--- src/pkg/lsc_pkg.sv ---
// Constants, types and helper functions shared by the serial channel files.
package lsc_pkg;

  // ****************************************
  // Register map
  // ****************************************
  localparam logic [7:0] LSC_CTRL_OFS = 8'h00;
  localparam logic [7:0] LSC_STAT_OFS = 8'h04;
  localparam logic [7:0] LSC_CMD_OFS = 8'h08;

  // Control fields.
  localparam int LSC_FACTOR_LSB = 0;
  localparam int LSC_MODE_LSB = 4;
  localparam int LSC_BYP_LSB = 6;
  localparam int LSC_SLIP_BIT = 8;
  localparam int LSC_HOLD_BIT = 9;
  localparam logic [9:0] LSC_CTRL_RST = 10'h01A;

  // Command fields, self clearing.
  localparam int LSC_DPA_RST_BIT = 0;
  localparam int LSC_FIFO_RST_BIT = 1;

  // Status fields.
  localparam int LSC_LOCKED_BIT = 0;
  localparam int LSC_PRIMED_BIT = 1;
  localparam int LSC_VALID_BIT = 2;
  localparam int LSC_PHASE_LSB = 4;
  localparam int LSC_SLIPCNT_LSB = 8;

  // ****************************************
  // Sizes and counts
  // ****************************************
  localparam int LSC_MAX_FACTOR = 10;
  localparam int LSC_PHASES = 8;
  localparam int LSC_FIFO_DEPTH = 6;
  localparam logic [3:0] LSC_MIN_FACTOR = 4'h3;
  localparam logic [3:0] LSC_TOP_FACTOR = 4'hA;
  localparam logic [2:0] LSC_LOCK_COUNT = 3'h4;
  localparam logic [2:0] LSC_SLIP_SETTLE = 3'h4;
  localparam logic [2:0] LSC_FIFO_PRIME = 3'h3;

  // ****************************************
  // Types
  // ****************************************
  typedef enum logic [1:0] {
    LSC_NON_DPA = 2'b00,
    LSC_DPA = 2'b01,
    LSC_SOFT_CDR = 2'b10
  } lsc_mode_t;

  typedef enum logic [1:0] {
    LSC_BYP_NONE = 2'b00,
    LSC_BYP_SDR = 2'b01,
    LSC_BYP_DDR = 2'b10
  } lsc_byp_t;

  // Word length on the wire for the current setup.
  function automatic logic [3:0] lsc_eff_factor(input logic [1:0] byp, input logic [3:0] factor);
    if (byp == LSC_BYP_SDR) begin
      return 4'h1;
    end else if (byp == LSC_BYP_DDR) begin
      return 4'h2;
    end
    return factor;
  endfunction

  // Low bits set for a word of the given length.
  function automatic logic [9:0] lsc_mask(input logic [3:0] len);
    return 10'(({11'h000, 1'b0} | 11'h001) << len) - 10'h001;
  endfunction

endpackage

--- src/pkg/lsc_dpa_if.sv ---
// Signals between the channel and its phase selector.
`timescale 1ns/10ps
`default_nettype none
interface lsc_dpa_if;
  logic [7:0] samples;
  logic hold;
  logic rst;
  logic [2:0] phase;
  logic locked;
  logic first_lock;

  modport sel (
    input samples,
    input hold,
    input rst,
    output phase,
    output locked,
    output first_lock
  );

  modport user (
    output samples,
    output hold,
    output rst,
    input phase,
    input locked,
    input first_lock
  );
endinterface
`default_nettype wire

--- src/rtl/lsc_phase_sel.sv ---
// Phase selector: picks the sample phase farthest from the data edges.
`timescale 1ns/10ps
`default_nettype none
module lsc_phase_sel
  import lsc_pkg::*;
(
  // Clock and reset
  input wire logic pclk,
  input wire logic presetn,
  // Channel side
  lsc_dpa_if.sel dpa
);

  typedef enum logic [1:0] {
    LSC_SEEK = 2'b00,
    LSC_TRACK = 2'b01
  } lsc_psel_state_t;

  // Returns {found, position} of the first data edge within one bit period.
  function automatic logic [3:0] edge_pos(input logic [7:0] s, input logic last);
    logic [3:0] r;
    r = {1'b0, 3'h0};
    if (s[0] != last) begin
      r = 4'h8;
    end else begin
      for (int i = 7; i >= 1; i--) begin
        if (s[i] != s[i - 1]) begin
          r = {1'b1, 3'(i)};
        end
      end
    end
    return r;
  endfunction

  lsc_psel_state_t state_reg;
  logic [2:0] cand_reg;
  logic [2:0] run_reg;
  logic [2:0] phase_reg;
  logic locked_reg;
  logic first_reg;
  logic last_reg;

  wire logic [3:0] edge_w = edge_pos(dpa.samples, last_reg);
  // opposite the edge
  wire logic [2:0] best_w = edge_w[2:0] + 3'h4;
  wire logic same_w = edge_w[3] && (best_w == cand_reg);
  wire logic agreed_w = same_w && (run_reg == LSC_LOCK_COUNT - 3'h1);

  always_ff @(posedge pclk or negedge presetn) begin
    if (!presetn) begin
      state_reg <= LSC_SEEK;
      cand_reg <= 3'h0;
      run_reg <= 3'h0;
      phase_reg <= 3'h0;
      locked_reg <= 1'b0;
      first_reg <= 1'b0;
      last_reg <= 1'b0;
    end else begin
      last_reg <= dpa.samples[7];
      first_reg <= 1'b0;
      // retrain after reset
      if (dpa.rst) begin
        state_reg <= LSC_SEEK;
        run_reg <= 3'h0;
        locked_reg <= 1'b0;
      end else if (edge_w[3]) begin
        cand_reg <= best_w;
        run_reg <= same_w ? (agreed_w ? run_reg : run_reg + 3'h1) : 3'h1;
        unique case (state_reg)
          // lock on transitions
          LSC_SEEK: begin
            if (agreed_w) begin
              phase_reg <= cand_reg;
              locked_reg <= 1'b1;
              first_reg <= 1'b1;
              state_reg <= LSC_TRACK;
            end
          end
          // keep tracking unless held
          LSC_TRACK: begin
            if (agreed_w && !dpa.hold) begin
              phase_reg <= cand_reg;
            end
          end
          default: state_reg <= LSC_SEEK;
        endcase
      end
    end
  end

  assign dpa.phase = phase_reg;
  assign dpa.locked = locked_reg;
  assign dpa.first_lock = first_reg;

endmodule
`default_nettype wire

--- src/rtl/lsc_serdes_channel.sv ---
// One serial channel: serializer, phase-aligned deserializer and register slave.
`timescale 1ns/10ps
`default_nettype none

// What this block does
// Serializer takes 3 to 10 bit words
// Serial output sends word MSB first
// Bypass offers single or double rate output
// Bypass output register runs on channel clock
// Receive factor set statically, three to ten
// Shift and load registers deliver word
// Pick phase nearest data, eighth-bit error
// Keep tracking phase unless hold asserted
// Lock on transitions, flag initial lock
// Phase reset needs retraining before use
// Phase selector unused without alignment mode
// One-bit six-deep FIFO absorbs phase only
// FIFO cleared on first lock or request
// Fabric clears FIFO on corrupt data
// FIFO bypassed in non-aligned and recovery modes
// Slip edge inserts one bit latency
// Slip held one parallel cycle each level
// Realigned word valid four cycles later
// Slip count rolls at factor, pulses
// Deserializer bypass gives x1 or x2 capture
// Non-aligned mode samples on channel clock edge
// No alignment or slip in bypass
// Recovery mode forwards divided phase clock
// Load one word every factor cycles
// Received word stable whole parallel cycle
module lsc_serdes_channel
  import lsc_pkg::*;
#(
  parameter int MAX_FACTOR = LSC_MAX_FACTOR,
  parameter int PHASES = LSC_PHASES,
  parameter int FIFO_DEPTH = LSC_FIFO_DEPTH
) (
  // Clock and reset
  input wire logic pclk,
  input wire logic presetn,
  // Register bus
  input wire logic [7:0] paddr,
  input wire logic psel,
  input wire logic penable,
  input wire logic pwrite,
  input wire logic [31:0] pwdata,
  output logic pready,
  output logic [31:0] prdata,
  output logic pslverr,
  // Transmit side
  input wire logic [9:0] tx_word,
  output logic tx_take,
  output logic tx_serial,
  // Receive side
  input wire logic [7:0] rx_samples,
  output logic [9:0] rx_word,
  output logic rx_word_valid,
  output logic rx_locked,
  output logic rx_slip_max,
  output logic rx_divclk
);

  // ****************************************
  // Elaboration checks
  // ****************************************
  if (MAX_FACTOR != 10 || PHASES != 8 || FIFO_DEPTH < 4 || FIFO_DEPTH > 8) begin : g_bad_param
    $error("Unsupported channel parameters.");
  end

  // ****************************************
  // Register bus slave
  // ****************************************
  logic [9:0] ctrl_reg;
  logic dpa_rst_reg;
  logic fifo_rst_reg;
  logic pready_reg;
  logic pslverr_reg;
  logic [31:0] prdata_reg;

  wire logic setup_w = psel && !penable;
  wire logic sel_ctrl_w = (paddr == LSC_CTRL_OFS);
  wire logic sel_stat_w = (paddr == LSC_STAT_OFS);
  wire logic sel_cmd_w = (paddr == LSC_CMD_OFS);
  wire logic mapped_w = sel_ctrl_w || sel_stat_w || sel_cmd_w;
  wire logic wr_fire_w = psel && penable && pwrite && pready_reg && mapped_w;
  wire logic wr_ctrl_w = wr_fire_w && sel_ctrl_w;
  wire logic wr_cmd_w = wr_fire_w && sel_cmd_w;

  // only legal factors are taken
  wire logic [3:0] wr_factor_w = pwdata[LSC_FACTOR_LSB +: 4];
  wire logic factor_ok_w = (wr_factor_w >= LSC_MIN_FACTOR) && (wr_factor_w <= LSC_TOP_FACTOR);
  wire logic [3:0] factor_new_w = factor_ok_w ? wr_factor_w : ctrl_reg[LSC_FACTOR_LSB +: 4];
  wire logic [1:0] mode_new_w = (pwdata[LSC_MODE_LSB +: 2] != 2'b11) ?
                                pwdata[LSC_MODE_LSB +: 2] : ctrl_reg[LSC_MODE_LSB +: 2];
  wire logic [1:0] byp_new_w = (pwdata[LSC_BYP_LSB +: 2] != 2'b11) ?
                               pwdata[LSC_BYP_LSB +: 2] : ctrl_reg[LSC_BYP_LSB +: 2];
  wire logic [9:0] ctrl_next = wr_ctrl_w ?
                               {pwdata[LSC_HOLD_BIT], pwdata[LSC_SLIP_BIT], byp_new_w, mode_new_w, factor_new_w} :
                               ctrl_reg;

  // ****************************************
  // Configuration decode
  // ****************************************
  wire logic [3:0] factor_w = ctrl_reg[LSC_FACTOR_LSB +: 4];
  wire lsc_mode_t mode_w = lsc_mode_t'(ctrl_reg[LSC_MODE_LSB +: 2]);
  wire lsc_byp_t byp_w = lsc_byp_t'(ctrl_reg[LSC_BYP_LSB +: 2]);
  wire logic slip_req_w = ctrl_reg[LSC_SLIP_BIT];
  wire logic hold_w = ctrl_reg[LSC_HOLD_BIT];
  wire logic [3:0] eff_w = lsc_eff_factor(byp_w, factor_w);
  wire logic [9:0] mask_w = lsc_mask(eff_w);
  wire logic serdes_on_w = (byp_w == LSC_BYP_NONE);
  // selector only steers data in aligned modes
  wire logic dpa_on_w = serdes_on_w && (mode_w == LSC_DPA);
  wire logic cdr_on_w = serdes_on_w && (mode_w == LSC_SOFT_CDR);

  // ****************************************
  // Pin sample synchroniser
  // ****************************************
  logic [7:0] samp1_reg;
  logic [7:0] samp2_reg;
  logic [7:0] samp3_reg;
  logic [7:0] samp_reg;
  wire logic [7:0] agree_w = ~(samp2_reg ^ samp3_reg);
  wire logic [7:0] samp_next = (agree_w & samp3_reg) | (~agree_w & samp_reg);

  // ****************************************
  // Phase selector
  // ****************************************
  lsc_dpa_if dpa ();
  assign dpa.samples = samp_reg;
  assign dpa.hold = hold_w;
  assign dpa.rst = dpa_rst_reg;

  lsc_phase_sel u_phase_sel (
    .pclk(pclk),
    .presetn(presetn),
    .dpa(dpa.sel)
  );

  // selected phase sample
  // phase zero is the channel clock rising edge
  wire logic sel_bit_w = (dpa_on_w || cdr_on_w) ? samp_reg[dpa.phase] : samp_reg[0];

  // ****************************************
  // Synchroniser FIFO
  // ****************************************
  logic fifo_mem_reg [FIFO_DEPTH];
  logic [2:0] wptr_reg;
  logic [2:0] rptr_reg;
  logic [2:0] fill_reg;
  logic primed_reg;

  // clear on first lock or request
  // held clear when bypassed
  wire logic fifo_clr_w = fifo_rst_reg || dpa.first_lock || !dpa_on_w;
  wire logic [2:0] wptr_next = (wptr_reg == 3'(FIFO_DEPTH - 1)) ? 3'h0 : wptr_reg + 3'h1;
  wire logic [2:0] rptr_next = (rptr_reg == 3'(FIFO_DEPTH - 1)) ? 3'h0 : rptr_reg + 3'h1;
  // fixed depth, phase offset only
  wire logic fifo_out_w = fifo_mem_reg[rptr_reg];
  wire logic rx_bit_w = dpa_on_w ? fifo_out_w : sel_bit_w;

  // ****************************************
  // Bit slip and deserializer
  // ****************************************
  logic [3:0] rx_cnt_reg;
  logic [9:0] rx_sh_reg;
  logic [9:0] rx_word_reg;
  logic rx_valid_reg;
  logic slip_prev_reg;
  logic [3:0] slip_cnt_reg;
  logic [3:0] max_cnt_reg;
  logic slip_max_reg;
  logic [2:0] settle_reg;
  logic divclk_reg;
  logic locked_reg;

  // no slip in bypass
  wire logic slip_edge_w = slip_req_w && !slip_prev_reg && serdes_on_w;
  wire logic rx_wrap_w = (rx_cnt_reg >= eff_w - 4'h1);
  // counter pauses one bit
  wire logic [3:0] rx_cnt_next = slip_edge_w ? rx_cnt_reg : (rx_wrap_w ? 4'h0 : rx_cnt_reg + 4'h1);
  wire logic rx_load_w = !slip_edge_w && rx_wrap_w;
  // shift chain into load register
  wire logic [9:0] rx_sh_next = {rx_sh_reg[8:0], rx_bit_w};
  // rollover at factor
  wire logic slip_roll_w = slip_edge_w && (slip_cnt_reg >= eff_w - 4'h1);
  wire logic [3:0] slip_cnt_next = slip_roll_w ? 4'h0 : (slip_edge_w ? slip_cnt_reg + 4'h1 : slip_cnt_reg);
  wire logic [3:0] max_cnt_next = slip_roll_w ? eff_w : ((max_cnt_reg != 4'h0) ? max_cnt_reg - 4'h1 : 4'h0);
  // wait four words after slip
  wire logic [2:0] settle_next = slip_edge_w ? LSC_SLIP_SETTLE :
                                 ((rx_load_w && settle_reg != 3'h0) ? settle_reg - 3'h1 : settle_reg);
  // data trusted only once trained
  wire logic rx_trust_w = (settle_next == 3'h0) &&
                          (!dpa_on_w || (primed_reg && dpa.locked)) && (!cdr_on_w || dpa.locked);
  // divided clock high for first half of word
  wire logic divclk_next = cdr_on_w && ({rx_cnt_next, 1'b0} < {1'b0, eff_w});

  // ****************************************
  // Serializer
  // ****************************************
  logic [3:0] tx_cnt_reg;
  logic [9:0] tx_hold_reg;
  logic tx_serial_reg;
  logic tx_take_reg;

  // one load per word period
  wire logic tx_load_w = (tx_cnt_reg == 4'h0);
  wire logic [3:0] tx_cnt_next = (tx_cnt_reg >= eff_w - 4'h1) ? 4'h0 : tx_cnt_reg + 4'h1;
  // most significant bit leaves first
  wire logic [3:0] tx_idx_w = eff_w - 4'h1 - tx_cnt_reg;
  // word captured into load register
  // factor one or two in bypass
  wire logic [9:0] tx_src_w = tx_load_w ? (tx_word & mask_w) : tx_hold_reg;
  wire logic tx_bit_w = (tx_idx_w < 4'hA) ? tx_src_w[tx_idx_w] : 1'b0;

  // ****************************************
  // Status and read data
  // ****************************************
  wire logic [31:0] stat_w = {20'h00000, slip_cnt_reg, 1'b0, dpa.phase, 1'b0,
                              rx_valid_reg, primed_reg, dpa.locked};
  wire logic [31:0] rd_data_w = sel_ctrl_w ? {22'h00000, ctrl_reg} : (sel_stat_w ? stat_w : 32'h00000000);

  // ****************************************
  // Registers
  // ****************************************
  always_ff @(posedge pclk or negedge presetn) begin
    if (!presetn) begin
      ctrl_reg <= LSC_CTRL_RST;
      dpa_rst_reg <= 1'b0;
      fifo_rst_reg <= 1'b0;
      pready_reg <= 1'b0;
      pslverr_reg <= 1'b0;
      prdata_reg <= 32'h00000000;
    end else begin
      ctrl_reg <= ctrl_next;
      dpa_rst_reg <= wr_cmd_w && pwdata[LSC_DPA_RST_BIT];
      fifo_rst_reg <= wr_cmd_w && pwdata[LSC_FIFO_RST_BIT];
      pready_reg <= setup_w;
      pslverr_reg <= setup_w && !mapped_w;
      prdata_reg <= (setup_w && !pwrite) ? rd_data_w : 32'h00000000;
    end
  end

  always_ff @(posedge pclk or negedge presetn) begin
    if (!presetn) begin
      samp1_reg <= 8'h00;
      samp2_reg <= 8'h00;
      samp3_reg <= 8'h00;
      samp_reg <= 8'h00;
    end else begin
      samp1_reg <= rx_samples;
      samp2_reg <= samp1_reg;
      samp3_reg <= samp2_reg;
      samp_reg <= samp_next;
    end
  end

  always_ff @(posedge pclk or negedge presetn) begin
    if (!presetn) begin
      wptr_reg <= 3'h0;
      rptr_reg <= 3'h0;
      fill_reg <= 3'h0;
      primed_reg <= 1'b0;
    end else if (fifo_clr_w) begin
      wptr_reg <= 3'h0;
      rptr_reg <= 3'h0;
      fill_reg <= 3'h0;
      primed_reg <= 1'b0;
    end else begin
      wptr_reg <= wptr_next;
      if (primed_reg) begin
        rptr_reg <= rptr_next;
      end else begin
        fill_reg <= fill_reg + 3'h1;
        primed_reg <= (fill_reg == LSC_FIFO_PRIME - 3'h1);
      end
    end
  end

  // The storage needs no reset: reads wait for priming after every clear.
  always_ff @(posedge pclk) begin
    fifo_mem_reg[wptr_reg] <= sel_bit_w;
  end

  always_ff @(posedge pclk or negedge presetn) begin
    if (!presetn) begin
      rx_cnt_reg <= 4'h0;
      rx_sh_reg <= 10'h000;
      slip_prev_reg <= 1'b0;
      slip_cnt_reg <= 4'h0;
      max_cnt_reg <= 4'h0;
      settle_reg <= 3'h0;
    end else begin
      rx_cnt_reg <= rx_cnt_next;
      rx_sh_reg <= rx_sh_next;
      slip_prev_reg <= slip_req_w;
      slip_cnt_reg <= slip_cnt_next;
      max_cnt_reg <= max_cnt_next;
      settle_reg <= settle_next;
    end
  end

  always_ff @(posedge pclk or negedge presetn) begin
    if (!presetn) begin
      rx_word_reg <= 10'h000;
      rx_valid_reg <= 1'b0;
      slip_max_reg <= 1'b0;
      divclk_reg <= 1'b0;
      locked_reg <= 1'b0;
    end else begin
      // bypass shares the load path at factor one or two
      // word changes only at the boundary
      if (rx_load_w) begin
        rx_word_reg <= rx_sh_next & mask_w;
        rx_valid_reg <= rx_trust_w;
      end
      // pulse lasts one word period
      slip_max_reg <= (max_cnt_next != 4'h0);
      divclk_reg <= divclk_next;
      // lock status, one cycle behind the selector
      locked_reg <= dpa.locked;
    end
  end

  // bypass output still leaves a register
  always_ff @(posedge pclk or negedge presetn) begin
    if (!presetn) begin
      tx_cnt_reg <= 4'h0;
      tx_hold_reg <= 10'h000;
      tx_serial_reg <= 1'b0;
      tx_take_reg <= 1'b0;
    end else begin
      tx_cnt_reg <= tx_cnt_next;
      tx_hold_reg <= tx_src_w;
      tx_serial_reg <= tx_bit_w;
      tx_take_reg <= tx_load_w;
    end
  end

  // ****************************************
  // Outputs
  // ****************************************
  assign pready = pready_reg;
  assign pslverr = pslverr_reg;
  assign prdata = prdata_reg;
  assign tx_take = tx_take_reg;
  assign tx_serial = tx_serial_reg;
  assign rx_word = rx_word_reg;
  assign rx_word_valid = rx_valid_reg;
  assign rx_locked = locked_reg;
  assign rx_slip_max = slip_max_reg;
  assign rx_divclk = divclk_reg;

endmodule
`default_nettype wire

--- config.mk ---
export PLATFORM = sky130hd
export DESIGN_NAME = lsc_serdes_channel
export DESIGN_NICKNAME = d
export VERILOG_FILES = /design/src/pkg/lsc_pkg.sv /design/src/pkg/lsc_dpa_if.sv /design/src/rtl/lsc_phase_sel.sv /design/src/rtl/lsc_serdes_channel.sv
export SDC_FILE = /design/constraint.sdc
export NUM_CORES = 1
export LEC_CHECK = 0
export BUFFER_PORTS_ARGS = -buffer_cell sky130_fd_sc_hd__buf_2
export CAP_MARGIN = 20
export CORE_ASPECT_RATIO = 0.7
export CORE_UTILIZATION = 52
export DETAILED_ROUTE_END_ITERATION = 8
export PLACE_DENSITY = 0.86
export SYNTH_ARGS = -nofsm -noshare
export SYNTH_HDL_FRONTEND = slang
export SYNTH_SLANG_ARGS = --single-unit
--- constraint.sdc ---
create_clock -name pclk -period 9.3 [get_ports pclk]
set_input_delay 0.465 -clock pclk [delete_from_list [all_inputs] [get_ports pclk]]
set_output_delay 0.465 -clock pclk [all_outputs]
set_load 0.1 [all_outputs]
==> report_table.html <==
<table>
<tr><th>Metric</th><th>Value</th></tr>
<tr><th colspan="2">Floorplan</th></tr>
<tr><td>Initial core utilization</td><td>between 50% and 60%</td></tr>
<tr><td>Die Wd</td><td>between 100 and 150 um</td></tr>
<tr><td>Core Box Area</td><td>about 13000 um2</td></tr>
<tr><td>Floorplan die area</td><td>13500 um2</td></tr>
<tr><td>DIE HEIGHT</td><td>97.7 um</td></tr>
<tr><td>Ports placed on the boundary</td><td>between 100 and 150</td></tr>
<tr><td>Placement row count</td><td>34</td></tr>
<tr><th colspan="2">Critical path</th></tr>
<tr><td>Crit path capture</td><td>rx_divclk</td></tr>
<tr><td>Critical path launch point</td><td>ctrl_reg[6]</td></tr>
<tr><td>Worst reg2reg path depth</td><td>16</td></tr>
<tr><td>Required time of the worst setup path</td><td>between 9000 and 10000 ps</td></tr>
<tr><td>R2R setup slack</td><td>around 4600 ps</td></tr>
<tr><td>Reg-to-reg critical path startpoint</td><td>ctrl_reg[6]</td></tr>
<tr><td>Data arrival time of the critical path</td><td>between 5000 and 6000 ps</td></tr>
<tr><td>Start-to-end type of the worst setup path</td><td>register to register</td></tr>
<tr><td>Startpoint Class</td><td>register</td></tr>
<tr><td>Destination of the worst register-to-register timing path</td><td>rx_divclk</td></tr>
<tr><td>Biggest fanout along the worst timing path</td><td>20</td></tr>
<tr><td>Crit end category</td><td>register</td></tr>
<tr><th colspan="2">Cells and area</th></tr>
<tr><td>Filler Cells Inserted</td><td>between 1000 and 1500</td></tr>
<tr><td>Share of layout cells above drive strength 1</td><td>between 10% and 20%</td></tr>
<tr><td>Leading cell type in the layout, fill and taps excluded</td><td>sky130_fd_sc_hd__dfrtp_1</td></tr>
<tr><td>Flip-flop count of the largest register, all copies and words added</td><td>12</td></tr>
<tr><td>Number of standard cells in the final layout excluding fillers</td><td>around 900</td></tr>
<tr><td>Antenna Diode Count</td><td>0</td></tr>
<tr><td>Highest-count cells in the layout ignoring fill and taps</td><td>sky130_fd_sc_hd__dfrtp_1 (133), sky130_fd_sc_hd__nand2_1 (73), sky130_fd_sc_hd__nor2_1 (69), sky130_fd_sc_hd__buf_2 (69), sky130_fd_sc_hd__inv_1 (31)</td></tr>
<tr><td>Area Overhead vs Synth</td><td>13.9%</td></tr>
<tr><td>Register Area</td><td>about 3600 um2</td></tr>
<tr><td>Final layout net count</td><td>around 800</td></tr>
<tr><td>Multi-input combinational cell area</td><td>~2900 um2</td></tr>
<tr><th colspan="2">Place</th></tr>
<tr><td>Setup WS pre-CTS</td><td>approximately 4800 ps</td></tr>
<tr><td>RD Place Congestion</td><td>~0.86</td></tr>
<tr><td>Detail Placement HPWL</td><td>about 10000 um</td></tr>
<tr><td>Cell count after placement</td><td>~870</td></tr>
<tr><td># port buffers</td><td>70</td></tr>
<tr><th colspan="2">Detailed routing</th></tr>
<tr><td>Wirelength per Cell</td><td>15.8 um</td></tr>
<tr><td>Aggregate routed wire length</td><td>about 14000 um</td></tr>
<tr><td>Number of DRC violations after detailed routing</td><td>7</td></tr>
<tr><td>Total number of vias</td><td>just under 5000</td></tr>
<tr><td>Length of the first detailed-routing pass in iterations</td><td>7</td></tr>
<tr><td>Antenna violation net count after detailed routing</td><td>0</td></tr>
<tr><td>Count of routing violations after the opening detailed-route iteration</td><td>between 400 and 500</td></tr>
<tr><td>Number of vias per cell</td><td>5.47</td></tr>
<tr><th colspan="2">Synth</th></tr>
<tr><td>Number of synthesized flops with an enable pin</td><td>6</td></tr>
<tr><td>Synth unique cells</td><td>73</td></tr>
<tr><td>Mean Syn Cell Area</td><td>slightly above 10 um2</td></tr>
<tr><td>Syn Inst Count</td><td>between 600 and 700</td></tr>
<tr><td>Seq/Total Area, Yosys</td><td>between 50% and 60%</td></tr>
<tr><td>Commonest register cell after synthesis</td><td>sky130_fd_sc_hd__dfrtp_1</td></tr>
<tr><td>#FFs+latches synth</td><td>between 100 and 150</td></tr>
<tr><td>Post-synthesis instance area</td><td>~7000 um2</td></tr>
<tr><td>Proportion of register bits with asynchronous set or reset after synthesis</td><td>a little over nine tenths</td></tr>
<tr><td>Synth Warn #</td><td>0</td></tr>
<tr><th colspan="2">Global routing</th></tr>
<tr><td>Residual overflow from global routing</td><td>0</td></tr>
<tr><td>Global router's overall resource usage</td><td>22.6%</td></tr>
<tr><td>Global-route wire length before repair</td><td>around 24000 um</td></tr>
<tr><td>Via count of the first global-routing pass</td><td>about 4700</td></tr>
<tr><td>Maximum number of pins on one net before global-route repair</td><td>80</td></tr>
<tr><td>Number of antenna violations at the first check in global routing</td><td>0</td></tr>
<tr><th colspan="2">Timing</th></tr>
<tr><td>Pins Over Slew Limit</td><td>0</td></tr>
<tr><td>Hold Slack</td><td>around 86 ps</td></tr>
<tr><td>Slew at the pin closest to its max-slew limit</td><td>765 ps</td></tr>
<tr><td>Final setup vio count</td><td>0</td></tr>
<tr><td>Shortest clock period the worst path allows after layout</td><td>approximately 4700 ps</td></tr>
<tr><td>Worst Slack Setup Final</td><td>4620 ps</td></tr>
<tr><td>Final worst-path cycle share</td><td>about 50%</td></tr>
<tr><td>Sum of negative setup slack</td><td>0 ps</td></tr>
<tr><td>Tightest slew margin relative to the limit</td><td>about half</td></tr>
<tr><td>Maximum clock rate</td><td>roughly 0.21 GHz</td></tr>
<tr><td>Final hold violation count</td><td>0</td></tr>
<tr><td>Unrepaired setup endpoints after global routing</td><td>no</td></tr>
<tr><td>Clock Skew</td><td>around 11 ps</td></tr>
<tr><th colspan="2">Run status</th></tr>
<tr><td>Status</td><td>complete, but fails checks</td></tr>
<tr><td>Violated checks</td><td>design-rule violations</td></tr>
<tr><th colspan="2">Pwr</th></tr>
<tr><td>Internal Dissipation</td><td>roughly 1300 uW</td></tr>
<tr><td>Sw Pwr</td><td>roughly 840 uW</td></tr>
<tr><td>Clock power share</td><td>29.9%</td></tr>
<tr><td>Peak supply drop</td><td>about 0.00016 V</td></tr>
<tr><td>PwrDens</td><td>about 270 nW/um2</td></tr>
<tr><td>Relative contribution of sequential cells to total power</td><td>a little under two fifths</td></tr>
<tr><td>Cell leakage power</td><td>0.00370 uW</td></tr>
<tr><td>Combinational power share</td><td>32.2%</td></tr>
<tr><td>Total power of the final layout</td><td>2120 uW</td></tr>
<tr><td>Net switching share of the total power</td><td>roughly 40%</td></tr>
<tr><th colspan="2">CTS</th></tr>
<tr><td>CTS tree</td><td>done</td></tr>
<tr><td>Number of H-tree levels</td><td>4</td></tr>
<tr><td>Total CTS buffers</td><td>17</td></tr>
<tr><td>Clock-pin slew on the worst setup and hold paths</td><td>~60 ps</td></tr>
<tr><td>Clock buffer depth</td><td>2</td></tr>
<tr><td>Post-CTS repair timing setup buffer count</td><td>0</td></tr>
<tr><td>Count of instances resized after the clock tree is built</td><td>0</td></tr>
<tr><td># clock sinks</td><td>142</td></tr>
<tr><td>Worst-Skew Late Latency</td><td>around 420 ps</td></tr>
<tr><td>Clock Tree Root</td><td>sky130_fd_sc_hd__clkbuf_16</td></tr>
<tr><td>Hold-fix buffers, CTS</td><td>0</td></tr>
<tr><th colspan="2">Hold path</th></tr>
<tr><td>Min-Delay Path Class</td><td>input pin to async pin</td></tr>
<tr><th colspan="2">Flow run</th></tr>
<tr><td># Max-Cap Violations</td><td>0</td></tr>
</table>
[critical path: stages, from the launching register on]
cell,delay (ps)
sky130_fd_sc_hd__dfrtp_1,450
sky130_fd_sc_hd__inv_1,70
sky130_fd_sc_hd__ha_1,670
sky130_fd_sc_hd__mux2i_1,470
sky130_fd_sc_hd__ha_1,310
sky130_fd_sc_hd__nand2b_1,140
sky130_fd_sc_hd__a21o_1,170
sky130_fd_sc_hd__a21o_1,170
sky130_fd_sc_hd__maj3_1,440
sky130_fd_sc_hd__nand2b_1,240
sky130_fd_sc_hd__o21ai_1,210
sky130_fd_sc_hd__ha_1,270
sky130_fd_sc_hd__a21oi_1,150
sky130_fd_sc_hd__nor2b_1,70
sky130_fd_sc_hd__o21ai_0,160
sky130_fd_sc_hd__nor4bb_1,350
sky130_fd_sc_hd__o311a_1,260
[routing by layer]
layer | vias to the layer above | part of all wire [%] | GRT usage, %
met1 | 2385 | 51 | 33.1
met3 | 12 | 5.5 | 6.16
met4 | 0 | 0.77 | 6.07
li1 | 2377 | - | -
met5 | - | 0 | 0
met2 | 143 | 43 | 33.1
[power by group through the flow]
| stage | clock (uW) | combinational [uW] | sequential [uW] |
|---|---|---|---|
| after floorplan | 0 | 365 | 988 |
| after global placement | 0 | 655 | 808 |
| after detailed placement | 0 | 675 | 813 |
| after CTS | 644 | 681 | 803 |
| after global routing | 674 | 744 | 816 |
| final | 634 | 682 | 804 |
[synthesized netlist by cell type, types with 4 or more instances]
| cell | count | area [um2] |
|---|---|---|
| sky130_fd_sc_hd__maj3_1 | 10 | 100 |
| sky130_fd_sc_hd__o22ai_1 | 7 | 43.8 |
| sky130_fd_sc_hd__edfxtp_1 | 6 | 180 |
| sky130_fd_sc_hd__mux2i_1 | 15 | 150 |
| sky130_fd_sc_hd__o21ai_0 | 19 | 95.1 |
| sky130_fd_sc_hd__a21oi_1 | 25 | 125 |
| sky130_fd_sc_hd__o21ai_1 | 21 | 105 |
| sky130_fd_sc_hd__nand2_1 | 73 | 274 |
| sky130_fd_sc_hd__nor3b_1 | 7 | 52.6 |
| sky130_fd_sc_hd__clkbuf_1 | 15 | 56.3 |
| sky130_fd_sc_hd__o21a_1 | 4 | 30.0 |
| sky130_fd_sc_hd__nand3_1 | 13 | 65.1 |
| sky130_fd_sc_hd__o31ai_1 | 5 | 37.5 |
| sky130_fd_sc_hd__nand2b_1 | 13 | 81.3 |
| sky130_fd_sc_hd__ha_1 | 27 | 338 |
| sky130_fd_sc_hd__xnor2_1 | 9 | 78.8 |
| sky130_fd_sc_hd__and2_1 | 6 | 37.5 |
| sky130_fd_sc_hd__xor2_1 | 7 | 61.3 |
| sky130_fd_sc_hd__nor2_1 | 69 | 259 |
| sky130_fd_sc_hd__inv_1 | 31 | 116 |
| sky130_fd_sc_hd__a31oi_1 | 4 | 25.0 |
| sky130_fd_sc_hd__dfrtp_1 | 133 | 3330 |
| sky130_fd_sc_hd__a21o_1 | 8 | 60.1 |
| sky130_fd_sc_hd__buf_4 | 22 | 165 |
| sky130_fd_sc_hd__nor2b_1 | 11 | 68.8 |
| sky130_fd_sc_hd__or3_1 | 4 | 25.0 |
| sky130_fd_sc_hd__nor3_1 | 16 | 80.1 |
[area by class of cell]
class / instances / share of cell area, %
Sequential cell: 142 / 46.3
Multi-Input combinational cell: 458 / 37.6
Clock buffer: 17 / 5.49
Timing Repair Buffer: 71 / 4.70
Tap cell: 162 / 2.62
Inverter: 34 / 1.65
Clock inverter: 15 / 1.63
[kinds of logic (layout without fill, tap and decap cells)]
| family | after synthesis | count (layout) | share of synthesized area (%) |
|---|---|---|---|
| simple gates | 242 | 242 | 17.4 |
| flops | 142 | 142 | 52.8 |
| compound gates | 119 | 119 | 11.2 |
| buf+inv | 75 | 137 | 5.50 |
| fa+ha+maj | 38 | 38 | 6.74 |
| mux | 23 | 23 | 4.25 |
| xor+xnor | 16 | 16 | 2.06 |
| other cells | 1 | 20 | 0.0552 |
[worst min-delay path by stage]
stage	startpoint	to	slack [ps]	cells past startpoint
floorplan	presetn	async pin	170	0
global placement	samp1_reg[0]	samp2_reg[0]	330	0
detailed placement	samp1_reg[1]	samp2_reg[1]	330	0
CTS	presetn	prdata[7]	100	1
global route	rx_samples[5]	samp1_reg[5]	120	1
finish	presetn	ctrl_reg[8]	90	1
[metrics by stage]
| step | utilization, % | instance area (um2) |
|---|---|---|
| after floorplan | - | 6870 |
| after global placement | 57.1 | 7190 |
| after detailed placement | 57.1 | 7190 |
| after CTS | 61.5 | 7740 |
| after global routing | 61.5 | 7740 |
| final | 61.5 | 7740 |
Note: power is estimated with default switching activity, not from simulation.
